==> config.mk <==
export PLATFORM = sky130hd
export DESIGN_NAME = dbhp_top
export DESIGN_NICKNAME = d
export VERILOG_FILES = /design/src/hdl/dbhp_pkg.sv /design/src/hdl/dbhp_top.sv /design/src/hdl/dbhp_ptr.sv /design/src/hdl/dbhp_buf.sv
export SDC_FILE = /design/constraint.sdc
export NUM_CORES = 2
export LEC_CHECK = 0
export BUFFER_PORTS_ARGS = -buffer_cell sky130_fd_sc_hd__buf_4
export CAP_MARGIN = 20
export CORE_MARGIN = 2
export CORE_UTILIZATION = 51
export CTS_CLUSTER_DIAMETER = 150
export DETAILED_ROUTE_END_ITERATION = 7
export GPL_TIMING_DRIVEN = 0
export PLACE_DENSITY = 0.67
export SYNTH_ARGS = -nofsm -noshare
export SYNTH_HDL_FRONTEND = slang
export SYNTH_SLANG_ARGS = --single-unit
==> constraint.sdc <==
create_clock -name aclk -period 9 [get_ports aclk]
set_input_delay 0 -clock aclk [delete_from_list [all_inputs] [get_ports aclk]]
set_output_delay 0 -clock aclk [all_outputs]
set_load 0.01 [all_outputs]
==> src/hdl/dbhp_pkg.sv <==
// Shared constants for the diskette buffer host port
package dbhp_pkg;
  // Command codes on the upper nibble of the command/address bus
  localparam logic [3:0] CMD_STATUS_RD = 4'h0;
  localparam logic [3:0] CMD_BUF_RD = 4'h1;
  localparam logic [3:0] CMD_ID_RD = 4'h3;
  localparam logic [3:0] CMD_BUF_WR = 4'hA;
  localparam logic [3:0] CMD_LOAD_HPTR = 4'hC;
  localparam logic [3:0] CMD_LOAD_PAGE = 4'hD;
  // Bus field positions
  localparam int ADDR_LSB = 0;
  localparam int CMD_LSB = 4;
  localparam int PAGE_BIT = 7;
  // Register byte offsets on the AXI4-Lite slave
  localparam logic [7:0] OFS_CTRL = 8'h00;
  localparam logic [7:0] OFS_STATUS = 8'h04;
  localparam logic [7:0] OFS_STAT_BYTE = 8'h08;
  // Control register fields
  localparam int CTRL_START_BIT = 0;
  localparam int CTRL_MODE_LSB = 1;
  localparam logic [1:0] MODE_SD = 2'h0;
  localparam logic [1:0] MODE_DC_GAP = 2'h1;
  localparam logic [1:0] MODE_DD = 2'h2;
  // Status register fields
  localparam int ST_BUSY_BIT = 0;
  localparam int ST_HPTR_LSB = 8;
  localparam int ST_DPTR_LSB = 16;
  localparam int ST_PAGE_BIT = 24;
  // Reset values
  localparam logic [7:0] STAT_BYTE_RST = 8'h00;
  localparam logic [7:0] ID_CODE_DEF = 8'h5A;  // Arbitrary neutral identity value
  // Sector layout byte counts
  localparam logic [8:0] N_SKIP_FF = 9'h009;
  localparam logic [8:0] N_SD_ZERO = 9'h008;
  localparam logic [8:0] N_SD_DATA = 9'h080;
  localparam logic [8:0] N_DC_GAP = 9'h002;
  localparam logic [8:0] N_DD_SYNC = 9'h00C;
  localparam logic [8:0] N_DD_MARK = 9'h002;
  localparam logic [8:0] N_DD_DATA = 9'h100;
  localparam logic [8:0] N_DD_CRC = 9'h002;
  localparam logic [8:0] N_DD_TAIL = 9'h001;
  // Byte values written in the sector
  localparam logic [7:0] BYTE_ZERO = 8'h00;
  localparam logic [7:0] BYTE_SYNC = 8'hAA;
  localparam logic [7:0] BYTE_FF = 8'hFF;
  localparam logic [7:0] DAM_BYTE0 = 8'hA1;  // Plain default mark values
  localparam logic [7:0] DAM_BYTE1 = 8'hFB;
  // CRC-16 generator and preset
  localparam logic [15:0] CRC_POLY = 16'h1021;
  localparam logic [15:0] CRC_INIT = 16'hFFFF;
  // Write sequencer states
  typedef enum logic [3:0] {
    WS_IDLE = 4'h0,
    WS_SKIP = 4'h1,
    WS_SD_ZERO = 4'h2,
    WS_SD_DATA = 4'h3,
    WS_DC_GAP = 4'h4,
    WS_DD_FIND = 4'h5,
    WS_DD_SYNC = 4'h6,
    WS_DD_MARK = 4'h7,
    WS_DD_DATA = 4'h8,
    WS_DD_CRC = 4'h9,
    WS_DD_TAIL = 4'hA
  } dbhp_wstate_t;
endpackage

==> src/hdl/dbhp_top.sv <==
// Diskette buffer host port: microbus decode, buffer, write sequencer, AXI4-Lite registers
//
// The register offsets and the AXI4-Lite register port were decided locally.
`timescale 1ns/1ps
module dbhp_top #(
  parameter logic [7:0] ID_CODE = dbhp_pkg::ID_CODE_DEF,  // Arbitrary value
  parameter int BUF_DEPTH = 256
) (
  input wire logic aclk,
  input wire logic aresetn,
  input wire logic [7:0] cmd_addr_n,
  input wire logic [7:0] data_in,
  output logic [7:0] data_out,
  output logic data_oe,
  input wire logic in_strobe_n,
  input wire logic out_strobe_n,
  output logic irq_n,
  input wire logic irq_ack_n,
  input wire logic [3:0] jumper_addr,
  input wire logic byte_tick,
  input wire logic skip_byte_seen,
  input wire logic dc_gap_found,
  output logic wr_gate,
  output logic [7:0] wr_byte,
  output logic wr_byte_valid,
  output logic wr_fm,
  output logic wr_silent,
  input wire logic [31:0] s_axi_awaddr,
  input wire logic s_axi_awvalid,
  output logic s_axi_awready,
  input wire logic [31:0] s_axi_wdata,
  input wire logic [3:0] s_axi_wstrb,
  input wire logic s_axi_wvalid,
  output logic s_axi_wready,
  output logic [1:0] s_axi_bresp,
  output logic s_axi_bvalid,
  input wire logic s_axi_bready,
  input wire logic [31:0] s_axi_araddr,
  input wire logic s_axi_arvalid,
  output logic s_axi_arready,
  output logic [31:0] s_axi_rdata,
  output logic [1:0] s_axi_rresp,
  output logic s_axi_rvalid,
  input wire logic s_axi_rready
);
  initial begin
    if (BUF_DEPTH != 256) begin
      $error("dbhp_top: buffer logic serves exactly 256 bytes");
    end
  end

  // ---------------- Microbus decode ----------------
  logic [7:0] ca;  // True-sense command/address
  logic [3:0] cmd;
  logic sel;  // This device addressed
  logic in_prev_q;
  logic out_prev_q;
  logic in_rise;
  logic out_fall;
  logic out_rise;
  logic [7:0] wdata_q;  // Byte latched at output strobe leading edge
  logic [7:0] in_data_q;  // Prefetched buffer byte for reading
  logic [7:0] stat_byte_q;  // Status byte kept by software
  logic [3:0] jmp_q;  // Jumper setting, sampled every cycle

  always_comb begin
    ca = ~cmd_addr_n;
    cmd = ca[dbhp_pkg::CMD_LSB +: 4];
    sel = (ca[dbhp_pkg::ADDR_LSB +: 4] == jmp_q);
    in_rise = !in_prev_q && in_strobe_n && sel;
    out_fall = out_prev_q && !out_strobe_n && sel;
    out_rise = !out_prev_q && out_strobe_n && sel;
  end

  // Strobe history for edge detection; jumpers are static straps
  always_ff @(posedge aclk) begin
    if (!aresetn) begin
      in_prev_q <= 1'b1;
      out_prev_q <= 1'b1;
      jmp_q <= 4'h0;
    end else begin
      in_prev_q <= in_strobe_n;
      out_prev_q <= out_strobe_n;
      jmp_q <= jumper_addr;
    end
  end

  // Data drive: only while addressed and the input strobe is held low
  always_ff @(posedge aclk) begin
    if (!aresetn) begin
      data_out <= 8'h00;
      data_oe <= 1'b0;
    end else if (!in_strobe_n && sel) begin
      data_oe <= 1'b1;
      case (cmd)
        dbhp_pkg::CMD_STATUS_RD: data_out <= stat_byte_q;
        dbhp_pkg::CMD_ID_RD: data_out <= ID_CODE;
        dbhp_pkg::CMD_BUF_RD: data_out <= in_data_q;
        default: data_out <= 8'h00;
      endcase
    end else begin
      data_oe <= 1'b0;
      data_out <= 8'h00;
    end
  end

  // Capture output data at the leading edge of the output strobe
  always_ff @(posedge aclk) begin
    if (!aresetn) begin
      wdata_q <= 8'h00;
    end else if (out_fall) begin
      wdata_q <= data_in;
    end
  end

  // ---------------- Pointers and buffer ----------------
  logic [7:0] hptr;
  logic [7:0] dptr;
  logic hptr_load;
  logic hptr_inc;
  logic dptr_clr;
  logic dptr_inc;
  logic page_q;  // Disk page select
  logic hreq_q;  // Host access waiting for the buffer
  logic hwe_q;
  logic hinc_pend_q;  // Advance host pointer when the write is granted
  logic dreq_q;
  logic h_gnt;
  logic d_gnt;
  logic [7:0] h_rdata;
  logic h_rvalid;
  logic [7:0] d_rdata;
  logic d_rvalid;
  logic [7:0] d_addr;

  always_comb begin
    hptr_load = out_rise && (cmd == dbhp_pkg::CMD_LOAD_HPTR);
    hptr_inc = (in_rise && (cmd == dbhp_pkg::CMD_BUF_RD))
      || (hinc_pend_q && h_gnt);
    dptr_clr = out_rise && (cmd == dbhp_pkg::CMD_LOAD_PAGE);
    d_addr = dptr + {page_q, 7'h00};  // Offset inside the selected half
  end

  dbhp_ptr #(.W(8)) u_hptr (
    .aclk(aclk),
    .aresetn(aresetn),
    .load(hptr_load),
    .load_val(wdata_q),
    .inc(hptr_inc),
    .ptr(hptr)
  );

  dbhp_ptr #(.W(8)) u_dptr (
    .aclk(aclk),
    .aresetn(aresetn),
    .load(dptr_clr),
    .load_val(8'h00),
    .inc(dptr_inc),
    .ptr(dptr)
  );

  dbhp_buf #(.DEPTH(BUF_DEPTH), .AW(8)) u_buf (
    .aclk(aclk),
    .aresetn(aresetn),
    .h_req(hreq_q),
    .h_we(hwe_q),
    .h_addr(hptr),
    .h_wdata(wdata_q),
    .h_gnt(h_gnt),
    .h_rdata(h_rdata),
    .h_rvalid(h_rvalid),
    .d_req(dreq_q),
    .d_addr(d_addr),
    .d_gnt(d_gnt),
    .d_rdata(d_rdata),
    .d_rvalid(d_rvalid)
  );

  // Disk page register
  always_ff @(posedge aclk) begin
    if (!aresetn) begin
      page_q <= 1'b0;
    end else if (dptr_clr) begin
      page_q <= wdata_q[dbhp_pkg::PAGE_BIT];
    end
  end

  // Host buffer requests; a read fetches the byte at the pointer after it moves
  always_ff @(posedge aclk) begin
    if (!aresetn) begin
      hreq_q <= 1'b0;
      hwe_q <= 1'b0;
      hinc_pend_q <= 1'b0;
    end else if (out_rise && (cmd == dbhp_pkg::CMD_BUF_WR)) begin
      hreq_q <= 1'b1;
      hwe_q <= 1'b1;
      hinc_pend_q <= 1'b1;
    end else if (hptr_load || (in_rise && (cmd == dbhp_pkg::CMD_BUF_RD))) begin
      hreq_q <= 1'b1;
      hwe_q <= 1'b0;
      hinc_pend_q <= 1'b0;
    end else if (h_gnt) begin
      hreq_q <= 1'b0;
      hwe_q <= 1'b0;
      hinc_pend_q <= 1'b0;
    end
  end

  // Input data register takes each prefetched byte
  always_ff @(posedge aclk) begin
    if (!aresetn) begin
      in_data_q <= 8'h00;
    end else if (h_rvalid) begin
      in_data_q <= h_rdata;
    end
  end

  // ---------------- Write sequencer ----------------
  dbhp_pkg::dbhp_wstate_t ws_q;
  logic [8:0] cnt_q;  // Bytes done in the current field
  logic [1:0] mode_q;
  logic start_q;  // One-cycle start from software
  logic [7:0] dbyte_q;  // Next data byte from the buffer
  logic [15:0] crc_q;
  logic [7:0] cur_byte;
  logic last;

  // Byte-wise CRC-16 update
  function automatic logic [15:0] crc_upd(input logic [15:0] c, input logic [7:0] b);
    logic [15:0] r;
    r = c ^ {b, 8'h00};
    for (int i = 0; i < 8; i++) begin
      r = r[15] ? ((r << 1) ^ dbhp_pkg::CRC_POLY) : (r << 1);
    end
    return r;
  endfunction

  // Byte emitted on this tick for the current field
  always_comb begin
    cur_byte = dbhp_pkg::BYTE_ZERO;
    last = 1'b0;
    case (ws_q)
      dbhp_pkg::WS_SKIP: last = (cnt_q == dbhp_pkg::N_SKIP_FF - 9'h001);
      dbhp_pkg::WS_SD_ZERO: last = (cnt_q == dbhp_pkg::N_SD_ZERO - 9'h001);
      dbhp_pkg::WS_SD_DATA: begin
        cur_byte = dbyte_q;
        last = (cnt_q == dbhp_pkg::N_SD_DATA - 9'h001);
      end
      dbhp_pkg::WS_DC_GAP: last = (cnt_q == dbhp_pkg::N_DC_GAP - 9'h001);
      dbhp_pkg::WS_DD_SYNC: begin
        cur_byte = dbhp_pkg::BYTE_SYNC;
        last = (cnt_q == dbhp_pkg::N_DD_SYNC - 9'h001);
      end
      dbhp_pkg::WS_DD_MARK: begin
        cur_byte = cnt_q[0] ? dbhp_pkg::DAM_BYTE1 : dbhp_pkg::DAM_BYTE0;
        last = (cnt_q == dbhp_pkg::N_DD_MARK - 9'h001);
      end
      dbhp_pkg::WS_DD_DATA: begin
        cur_byte = dbyte_q;
        last = (cnt_q == dbhp_pkg::N_DD_DATA - 9'h001);
      end
      dbhp_pkg::WS_DD_CRC: begin
        cur_byte = cnt_q[0] ? crc_q[7:0] : crc_q[15:8];
        last = (cnt_q == dbhp_pkg::N_DD_CRC - 9'h001);
      end
      dbhp_pkg::WS_DD_TAIL: begin
        cur_byte = dbhp_pkg::BYTE_FF;
        last = 1'b1;
      end
      default: last = 1'b0;
    endcase
  end

  // Field sequencing, one step per byte time
  always_ff @(posedge aclk) begin
    if (!aresetn) begin
      ws_q <= dbhp_pkg::WS_IDLE;
      cnt_q <= 9'h000;
    end else if (ws_q == dbhp_pkg::WS_IDLE) begin
      cnt_q <= 9'h000;
      if (start_q) begin
        ws_q <= (mode_q == dbhp_pkg::MODE_DD) ? dbhp_pkg::WS_DD_FIND
          : dbhp_pkg::WS_SKIP;
      end
    end else if (ws_q == dbhp_pkg::WS_DD_FIND) begin
      if (dc_gap_found) begin
        ws_q <= dbhp_pkg::WS_DD_SYNC;
      end
    end else if (byte_tick && (ws_q != dbhp_pkg::WS_SKIP || skip_byte_seen)) begin
      cnt_q <= last ? 9'h000 : cnt_q + 9'h001;
      if (last) begin
        case (ws_q)
          dbhp_pkg::WS_SKIP: ws_q <= (mode_q == dbhp_pkg::MODE_SD)
            ? dbhp_pkg::WS_SD_ZERO : dbhp_pkg::WS_DC_GAP;
          dbhp_pkg::WS_SD_ZERO: ws_q <= dbhp_pkg::WS_SD_DATA;
          dbhp_pkg::WS_DD_SYNC: ws_q <= dbhp_pkg::WS_DD_MARK;
          dbhp_pkg::WS_DD_MARK: ws_q <= dbhp_pkg::WS_DD_DATA;
          dbhp_pkg::WS_DD_DATA: ws_q <= dbhp_pkg::WS_DD_CRC;
          dbhp_pkg::WS_DD_CRC: ws_q <= dbhp_pkg::WS_DD_TAIL;
          default: ws_q <= dbhp_pkg::WS_IDLE;
        endcase
      end
    end
  end

  // Disk pointer advances and the next byte is fetched after each data byte
  always_comb begin
    dptr_inc = byte_tick
      && (ws_q == dbhp_pkg::WS_SD_DATA || ws_q == dbhp_pkg::WS_DD_DATA);
  end

  always_ff @(posedge aclk) begin
    if (!aresetn) begin
      dreq_q <= 1'b0;
      dbyte_q <= 8'h00;
    end else begin
      if (start_q || dptr_inc) begin
        dreq_q <= 1'b1;
      end else if (d_gnt) begin
        dreq_q <= 1'b0;
      end
      if (d_rvalid) begin
        dbyte_q <= d_rdata;
      end
    end
  end

  // CRC covers the mark through the last data byte
  always_ff @(posedge aclk) begin
    if (!aresetn) begin
      crc_q <= dbhp_pkg::CRC_INIT;
    end else if (ws_q == dbhp_pkg::WS_DD_SYNC) begin
      crc_q <= dbhp_pkg::CRC_INIT;
    end else if (byte_tick && (ws_q == dbhp_pkg::WS_DD_MARK || ws_q == dbhp_pkg::WS_DD_DATA)) begin
      crc_q <= crc_upd(crc_q, cur_byte);
    end
  end

  // Write outputs; the skip field keeps the gate off so old gap bytes stay
  always_ff @(posedge aclk) begin
    if (!aresetn) begin
      wr_gate <= 1'b0;
      wr_byte <= 8'h00;
      wr_byte_valid <= 1'b0;
      wr_fm <= 1'b1;
      wr_silent <= 1'b0;
    end else begin
      wr_gate <= ws_q != dbhp_pkg::WS_IDLE && ws_q != dbhp_pkg::WS_SKIP
        && ws_q != dbhp_pkg::WS_DD_FIND;
      wr_silent <= ws_q == dbhp_pkg::WS_DC_GAP;
      wr_fm <= ws_q != dbhp_pkg::WS_DD_SYNC && ws_q != dbhp_pkg::WS_DD_DATA
        && ws_q != dbhp_pkg::WS_DD_TAIL;
      wr_byte_valid <= byte_tick && wr_gate && ws_q != dbhp_pkg::WS_DC_GAP;
      if (byte_tick) begin
        wr_byte <= cur_byte;
      end
    end
  end

  // Completion raises the request line until acknowledged; a new end wins
  always_ff @(posedge aclk) begin
    if (!aresetn) begin
      irq_n <= 1'b1;
    end else if (byte_tick && last && ws_q != dbhp_pkg::WS_SKIP
        && (ws_q == dbhp_pkg::WS_DD_TAIL || ws_q == dbhp_pkg::WS_DC_GAP
        || ws_q == dbhp_pkg::WS_SD_DATA)) begin
      irq_n <= 1'b0;
    end else if (!irq_ack_n && sel) begin
      irq_n <= 1'b1;
    end
  end

  // ---------------- AXI4-Lite slave ----------------
  logic aw_hold_q;
  logic w_hold_q;
  logic [7:0] awaddr_q;
  logic [31:0] wdata_axi_q;
  logic [3:0] wstrb_q;

  // Address and data are taken in either order, response after both
  always_ff @(posedge aclk) begin
    if (!aresetn) begin
      aw_hold_q <= 1'b0;
      w_hold_q <= 1'b0;
      awaddr_q <= 8'h00;
      wdata_axi_q <= 32'h0000_0000;
      wstrb_q <= 4'h0;
      s_axi_bvalid <= 1'b0;
      s_axi_bresp <= 2'h0;
    end else begin
      if (s_axi_awvalid && s_axi_awready) begin
        aw_hold_q <= 1'b1;
        awaddr_q <= s_axi_awaddr[7:0];
      end
      if (s_axi_wvalid && s_axi_wready) begin
        w_hold_q <= 1'b1;
        wdata_axi_q <= s_axi_wdata;
        wstrb_q <= s_axi_wstrb;
      end
      if (aw_hold_q && w_hold_q && !s_axi_bvalid) begin
        aw_hold_q <= 1'b0;
        w_hold_q <= 1'b0;
        s_axi_bvalid <= 1'b1;
        s_axi_bresp <= (awaddr_q == dbhp_pkg::OFS_CTRL
          || awaddr_q == dbhp_pkg::OFS_STAT_BYTE) ? 2'h0 : 2'h2;
      end else if (s_axi_bready) begin
        s_axi_bvalid <= 1'b0;
      end
    end
  end

  // Readies pulse one cycle after a valid is seen, so every output stays registered
  always_ff @(posedge aclk) begin
    if (!aresetn) begin
      s_axi_awready <= 1'b0;
      s_axi_wready <= 1'b0;
    end else begin
      s_axi_awready <= !s_axi_awready && !aw_hold_q && !s_axi_bvalid && s_axi_awvalid;
      s_axi_wready <= !s_axi_wready && !w_hold_q && !s_axi_bvalid && s_axi_wvalid;
    end
  end

  // Register writes, committed when the response is raised
  always_ff @(posedge aclk) begin
    if (!aresetn) begin
      start_q <= 1'b0;
      mode_q <= dbhp_pkg::MODE_SD;
      stat_byte_q <= dbhp_pkg::STAT_BYTE_RST;
    end else begin
      start_q <= 1'b0;
      if (aw_hold_q && w_hold_q && !s_axi_bvalid && wstrb_q[0]) begin
        if (awaddr_q == dbhp_pkg::OFS_CTRL) begin
          mode_q <= wdata_axi_q[dbhp_pkg::CTRL_MODE_LSB +: 2];
          start_q <= wdata_axi_q[dbhp_pkg::CTRL_START_BIT]
            && ws_q == dbhp_pkg::WS_IDLE;
        end else if (awaddr_q == dbhp_pkg::OFS_STAT_BYTE) begin
          stat_byte_q <= wdata_axi_q[7:0];
        end
      end
    end
  end

  // Reads answer one cycle after the address is taken
  always_ff @(posedge aclk) begin
    if (!aresetn) begin
      s_axi_arready <= 1'b0;
      s_axi_rvalid <= 1'b0;
      s_axi_rdata <= 32'h0000_0000;
      s_axi_rresp <= 2'h0;
    end else begin
      s_axi_arready <= !s_axi_arready && !s_axi_rvalid && s_axi_arvalid;
      if (s_axi_arready && s_axi_arvalid) begin
        s_axi_rvalid <= 1'b1;
        s_axi_rresp <= 2'h0;
        s_axi_rdata <= 32'h0000_0000;
        if (s_axi_araddr[7:0] == dbhp_pkg::OFS_CTRL) begin
          s_axi_rdata[dbhp_pkg::CTRL_MODE_LSB +: 2] <= mode_q;
        end else if (s_axi_araddr[7:0] == dbhp_pkg::OFS_STATUS) begin
          s_axi_rdata[dbhp_pkg::ST_BUSY_BIT] <= ws_q != dbhp_pkg::WS_IDLE;
          s_axi_rdata[dbhp_pkg::ST_HPTR_LSB +: 8] <= hptr;
          s_axi_rdata[dbhp_pkg::ST_DPTR_LSB +: 8] <= dptr;
          s_axi_rdata[dbhp_pkg::ST_PAGE_BIT] <= page_q;
        end else if (s_axi_araddr[7:0] == dbhp_pkg::OFS_STAT_BYTE) begin
          s_axi_rdata[7:0] <= stat_byte_q;
        end else begin
          s_axi_rresp <= 2'h2;
        end
      end else if (s_axi_rready) begin
        s_axi_rvalid <= 1'b0;
      end
    end
  end
endmodule

==> src/hdl/dbhp_ptr.sv <==
// Buffer pointer: loadable, incrementing, wrapping 8-bit counter
`timescale 1ns/1ps
module dbhp_ptr #(
  parameter int W = 8
) (
  input wire logic aclk,
  input wire logic aresetn,
  input wire logic load,
  input wire logic [W-1:0] load_val,
  input wire logic inc,
  output logic [W-1:0] ptr
);
  initial begin
    if (W < 1) begin
      $error("dbhp_ptr: width must be at least 1");
    end
  end

  // Load beats increment; natural overflow wraps the top location to zero
  always_ff @(posedge aclk) begin
    if (!aresetn) begin
      ptr <= '0;
    end else if (load) begin
      ptr <= load_val;
    end else if (inc) begin
      ptr <= ptr + W'(1);
    end
  end
endmodule

==> src/hdl/dbhp_buf.sv <==
// Shared data buffer with host and disk ports and fixed arbitration
`timescale 1ns/1ps
module dbhp_buf #(
  parameter int DEPTH = 256,
  parameter int AW = 8
) (
  input wire logic aclk,
  input wire logic aresetn,
  input wire logic h_req,
  input wire logic h_we,
  input wire logic [AW-1:0] h_addr,
  input wire logic [7:0] h_wdata,
  output logic h_gnt,
  output logic [7:0] h_rdata,
  output logic h_rvalid,
  input wire logic d_req,
  input wire logic [AW-1:0] d_addr,
  output logic d_gnt,
  output logic [7:0] d_rdata,
  output logic d_rvalid
);
  // Storage for the whole buffer
  logic [7:0] mem [DEPTH];

  initial begin
    if (DEPTH != (1 << AW)) begin
      $error("dbhp_buf: depth must equal two to the address width");
    end
  end

  // Disk side wins a tie: it runs at media rate and cannot wait long
  always_comb begin
    d_gnt = d_req;
    h_gnt = h_req && !d_req;
  end

  // Single access per cycle; random access by any address
  always_ff @(posedge aclk) begin
    if (h_gnt && h_we) begin
      mem[h_addr] <= h_wdata;
    end
  end

  // Registered read data for both ports
  always_ff @(posedge aclk) begin
    if (!aresetn) begin
      h_rdata <= 8'h00;
      h_rvalid <= 1'b0;
      d_rdata <= 8'h00;
      d_rvalid <= 1'b0;
    end else begin
      h_rvalid <= h_gnt && !h_we;
      d_rvalid <= d_gnt;
      if (h_gnt && !h_we) begin
        h_rdata <= mem[h_addr];
      end
      if (d_gnt) begin
        d_rdata <= mem[d_addr];
      end
    end
  end
endmodule

# Word level (Yosys, flattened, before mapping)
# Memory sizes are Yosys's and may differ from the RTL's. A register that Yosys moved wholly into a read port is not among the register bits.
# Cells that the tools add are included.
[totals] mem_bits_rw=2048 ff_bits=167 n_memories=1 elab_cells=236 in_bits=133 output_inout_bits=63
[classes] addsub=4 reduce_logical=92 bitwise=13 eq_ne=34 mux=51
[mem_list] name="u_buf.mem" depth=256 word_bits=8 read_ports=2 rd_ports_with_merged_regs=2 wr=1 line="dbhp_buf.sv:23" rtl="logic [7:0] mem [DEPTH];"
[op_table] op="$mux W13" count=8
[op_table] op="$logic_and A1 B1 Y1" count=42
[op_table] op="$pmux W8 S5" count=1
[op_table] op="$mux W8" count=4
[op_table] op="$eq A4 B4 Y1 const B" count=6
[op_table] op="$mux W4" count=6
[op_table] op="$not A3 Y3" count=8
[op_table] op="$pmux W4 S6" count=1
[op_table] op="$pmux W8 S3" count=1
[op_table] op="$mux W22" count=1
[op_table] op="$eq A9 B4 Y1 const B" count=2
[op_table] op="$mux W1" count=17
[op_table] op="$mux W17" count=1
[op_table] op="$add A8 B1 Y8 const B" count=2
[op_table] op="$eq A4 B3 Y1 const B" count=4
[op_table] op="$eq A8 B4 Y1 const B" count=2
[op_table] op="$logic_not A1 Y1" count=16
[op_table] op="$logic_not A8 Y1" count=2
[op_table] op="$xor A16 B16 Y16" count=1
[op_table] op="$mux W7" count=2
[op_table] op="$eq A4 B2 Y1 const B" count=3
[op_table] op="$ne A4 B3 Y1 const B" count=3
[op_table] op="$mux W2" count=5
[op_table] op="$reduce_or A2 Y1" count=5
[op_table] op="29 further kinds" count=51

# Longest topological paths before layout
[logic_depth] depth_word=20 mapped_depth=13 ltp_nobuf=7

# By module
# Synthesis repeated with hierarchy kept, for this count alone.
[unflattened] cells_unflattened=5542 area_unflattened_um2=104039.8
[modules_own_cells] mod="dbhp_buf" area_per_inst_um2=96486.3 seq_area_each_um2=61859.3 instances=1 cells_per_inst=4704
[modules_own_cells] mod="dbhp_top" area_per_inst_um2=6630.1 seq_area_each_um2=2942.8 instances=1 cells_per_inst=728
[modules_own_cells] mod="dbhp_ptr" area_per_inst_um2=461.7 seq_area_each_um2=160.2 instances=2 cells_per_inst=55

# Worst setup path after synthesis
# OpenSTA, ideal clock, no wires.
[synth_path] kind="reg2reg" from="reg wdata_q[7]" to="mem u_buf.mem[0][7], data pin" required_ps=8139 setup_slack_ps=4715 path_stages_with_launch=1 synth_period_minus_slack_ps=4285 arrival_time_ps=3424 path_buffers=0 setup_ps=861 cell_sequence="dfxtp_1"
[synth_rtl] element="start: declaration" line="dbhp_top.sv:61" rtl="logic [7:0] wdata_q;"
[synth_rtl] element="start signal: assignment" line="dbhp_top.sv:112" rtl="wdata_q <= data_in;"
[synth_rtl] element="end: declaration" line="dbhp_buf.sv:23"
# Straight into the memory's write port.

# Worst setup path in the final report
[layout_path] from="reg u_hptr.ptr[1]" to="mem u_buf.mem[184][1] (enable)"
[layout_rtl] element="start: declaration" line="dbhp_ptr.sv:11" rtl="output logic [W-1:0] ptr"
[layout_rtl] element="start signal: assignment" line="dbhp_ptr.sv:24" rtl="ptr <= load_val;"
[layout_rtl] element="start signal: assignment" line="dbhp_ptr.sv:26" rtl="ptr <= ptr + W'(1);"
# Straight into the memory's write port.

==> key figures <==
Outcome
  • Run status: finished with violations
  • Violated checks: DRC

Worst setup path
  • Worst Path Max Fanout: 10
  • Crit path buf inv count: 8
  • Signal arrival time at the worst endpoint: 7960 ps
  • Critical Setup Path Class: reg2reg
  • Cell with the biggest individual delay on the critical path: sky130_fd_sc_hd__clkbuf_2
  • Cell with the most instances on the worst path: sky130_fd_sc_hd__buf_2
  • Kind of end point of the critical path: register
  • Delay-heaviest family, CP: buffers and inverters
  • Max stage delay on crit path: 960 ps
  • Worst-path cell chain: buf_2, buf_2, buf_2, buf_2, buf_2, inv_1, ha_1, clkbuf_2, nand3_1, clkbuf_2, nor2_1
  • Nature of the critical path startpoint: register
  • Required time of the critical path: 9540 ps

CTS
  • Depth of the CTS H-tree: 4
  • Clock insertion delay at the later pin of the skew report: 970 ps
  • Clock sink count: 2229
  • Clock root buffer master: sky130_fd_sc_hd__clkbuf_16
  • Cts bufs inserted: 232
  • Clock tree from TritonCTS: built
  • Post CTS Setup Buffer Count: 0
  • Clock transition at the register clock pins on the worst setup and hold paths after CTS: 60 ps
  • Clk buf depth: 3

Synth
  • Gate count of the mapped netlist: 5395
  • Warning count from the yosys run: 0
  • Cell types with the largest area share after synthesis: sky130_fd_sc_hd__edfxtp_1 (60%), sky130_fd_sc_hd__mux4_2 (26%), sky130_fd_sc_hd__dfxtp_1 (3.5%)
  • Commonest register cell after synthesis: sky130_fd_sc_hd__edfxtp_1
  • Flip-flop and latch count after synthesis: 2229
  • Async set or reset register ratio after synthesis: 0
  • Mean instance size in the synthesized netlist: 19.1 um2
  • Post-synthesis instance area: 0.103 mm2
  • Synth top area share: 0.596
  • Part of the Yosys area used for sequential elements: 0.631
  • Number of enable-type register cells in the synthesized netlist: 2048
  • Number of distinct library cells after synthesis: 77
  • Dominant cell type by area after synthesis: sky130_fd_sc_hd__edfxtp_1

STA
  • Number of slew-limit violations in the final report: 0
  • Fmax: 135 MHz
  • Finish-stage setup viols: 0
  • Hold slack: 41.2 ps
  • Final Hold Violating Endpoints: 0
  • Tightest slew margin relative to the limit: 0.0416
  • Post-route setup slack: 1580 ps
  • Final period demand of the worst path: 7420 ps
  • Clk_skew: 42.0 ps
  • Slew at the pin closest to its max-slew limit: 1440 ps
  • Unrepaired setup endpoints after global routing: no
  • Crit share post-route: 0.824

Floorplanning
  • Chip height: 454 um
  • Core outline area: 0.201 mm2
  • Die Width: 454 um
  • Die area: 0.206 mm2
  • I/O pin count: 196
  • Number of placement rows: 165
  • Effective utilization at floorplan: 0.512

Drt
  • Met3 layer wire length in the routed design: 82.3 mm
  • Highest layer used for signal routing: met5
  • Routed wirelength normalized by instance count: 56.0 um
  • Via-per-instance ratio: 7.88
  • Drt first pass iters: 8
  • Number of DRC violations after detailed routing: 4
  • Antenna-violating nets left: 0
  • Number of DRC markers in iteration 0: 14922
  • Met1 Wirelength: 158 mm
  • Total Wirelength: 502 mm
  • DR vias: 70602
  • Routed wl met2: 207 mm

Placed design
  • IO Port Bufs: 108
  • DP Worst Slack: 2370 ps
  • Weighted congestion at the end of routability-driven global placement: 1.07
  • HPWL Detailed: 357 mm
  • Cell total after placement: 8319

GRT
  • Total global routing overflow: 0
  • Number of antenna violations at the first check in global routing: 75
  • GR Util All Layers: 0.489
  • Via count of the first global-routing pass: 64967
  • Pin count of the biggest net entering global routing: 92
  • Wire length of the first global-routing pass: 639 mm

Power
  • Highest ir drop seen on vdd: 0.197 mV
  • Power per unit of standard cell area: 180 mW/mm2
  • Power consumption: 0.0214 W
  • Leakage power summed over all cells: 31.8 nW

Layout
  • Most frequent cells in the layout: sky130_fd_sc_hd__edfxtp_1 (2048), sky130_fd_sc_hd__mux4_2 (1194), sky130_fd_sc_hd__nor2_1 (411)
  • Area added between synthesis and finish: 15.5%
  • Most common cell after layout, fill and taps aside: sky130_fd_sc_hd__edfxtp_1
  • Proportion of layout cells with a drive suffix above 1: 0.336
  • Layout net count: 6178
  • Post-route insts no fill: 8960

Flow run
  • Count of maximum capacitance violations: 0

Worst hold path
  • Class of the tightest hold or removal check: in2reg
synthesized netlist by cell type (33+ instances only):
library cell               instances
sky130_fd_sc_hd__edfxtp_1       2048
sky130_fd_sc_hd__mux4_2         1194
sky130_fd_sc_hd__nor2_1          419
sky130_fd_sc_hd__clkbuf_1        206
sky130_fd_sc_hd__nand2_1         185
sky130_fd_sc_hd__dfxtp_1         181
sky130_fd_sc_hd__mux2i_1         178
sky130_fd_sc_hd__buf_2           124
sky130_fd_sc_hd__a21oi_1          91
sky130_fd_sc_hd__a22oi_1          70
sky130_fd_sc_hd__nand3_1          60
sky130_fd_sc_hd__buf_1            59
sky130_fd_sc_hd__o21ai_0          51
sky130_fd_sc_hd__nor3_1           36
sky130_fd_sc_hd__buf_4            35
sky130_fd_sc_hd__o22ai_1          33
final timing paths:
check	from	to	slack (ps)	cells after the start
min	aresetn	u_buf.d_rvalid	40	4
max reg2reg	u_hptr.ptr[1]	u_buf.mem[184][1]	1580	11
min reg2reg	s_axi_arready	s_axi_arready	470	1
max	u_hptr.ptr[1]	u_buf.mem[184][1]	1580	11
layer usage:
layer	track usage	vias up
li1	-	24273
met1	0.584	36735
met2	0.665	7507
met3	0.235	2021
met4	0.413	66
met5	0.00863	-
metrics by stage:
stage | cell area (um2) | setup TNS [ps] | utilization
6_report | 119000 | 0 | 0.591
5_1_grt | 119000 | 0 | 0.591
4_1_cts | 119000 | 0 | 0.589
3_5_place_dp | 110000 | 0 | 0.544
3_3_place_gp | 107000 | -7710 | 0.533
2_1_floorplan | 103000 | 0 | -
final cells by class:
cell class              instances  area, um2
clock buffers                 294       6190
clock inverters               143       1530
fillers                     14736      82400
multi-input cells            2696      35800
inverters                      29        109
diodes                         46        115
repair buffers                402       4620
plain buffers                 449       2240
flip-flops and latches       2229      65200
well taps                    2672       3340
repair_timing:
| action | CTS | global route |
|---|---|---|
| hold endpoints to repair | 127 | 0 |
| hold buffers | 136 | 0 |
| resized for setup | 0 | 0 |
| setup endpoints to repair | 0 | 0 |
worst register-to-register path: stages (launching register included):
cell	delay (ps)
sky130_fd_sc_hd__dfxtp_1	370
sky130_fd_sc_hd__buf_2	150
sky130_fd_sc_hd__buf_2	750
sky130_fd_sc_hd__buf_2	960
sky130_fd_sc_hd__buf_2	910
sky130_fd_sc_hd__buf_2	740
sky130_fd_sc_hd__inv_1	240
sky130_fd_sc_hd__ha_1	230
sky130_fd_sc_hd__clkbuf_2	330
sky130_fd_sc_hd__nand3_1	800
sky130_fd_sc_hd__clkbuf_2	960
sky130_fd_sc_hd__nor2_1	570
flip-flops by register name, summed over array words and instances (netlist names), 9 cells and up:
register	count
crc_q	16
cnt_q	9
u_buf.mem	2048
s_axi_rdata	25
kinds of logic (layout without fill, tap and decap cells):
kind of cell	count (synthesis)	count (layout)	share of synthesized area
mux	1380	1380	0.279
xor+xnor	39	39	0.00352
fa+ha+maj	6	6	0.000728
buf+inv	478	1317	0.0219
compound gates	419	419	0.0277
simple gates	843	843	0.0359
other cells	1	55	0.0000364
flops	2229	2229	0.631
power breakdown:
part	total (W)	switching, W	internal, W
sequential	0.0112	0.0000136	0.0112
clock	0.0100	0.00436	0.00565
combinational	0.000201	0.000120	0.0000804
Power figures use the tool's default switching activity.
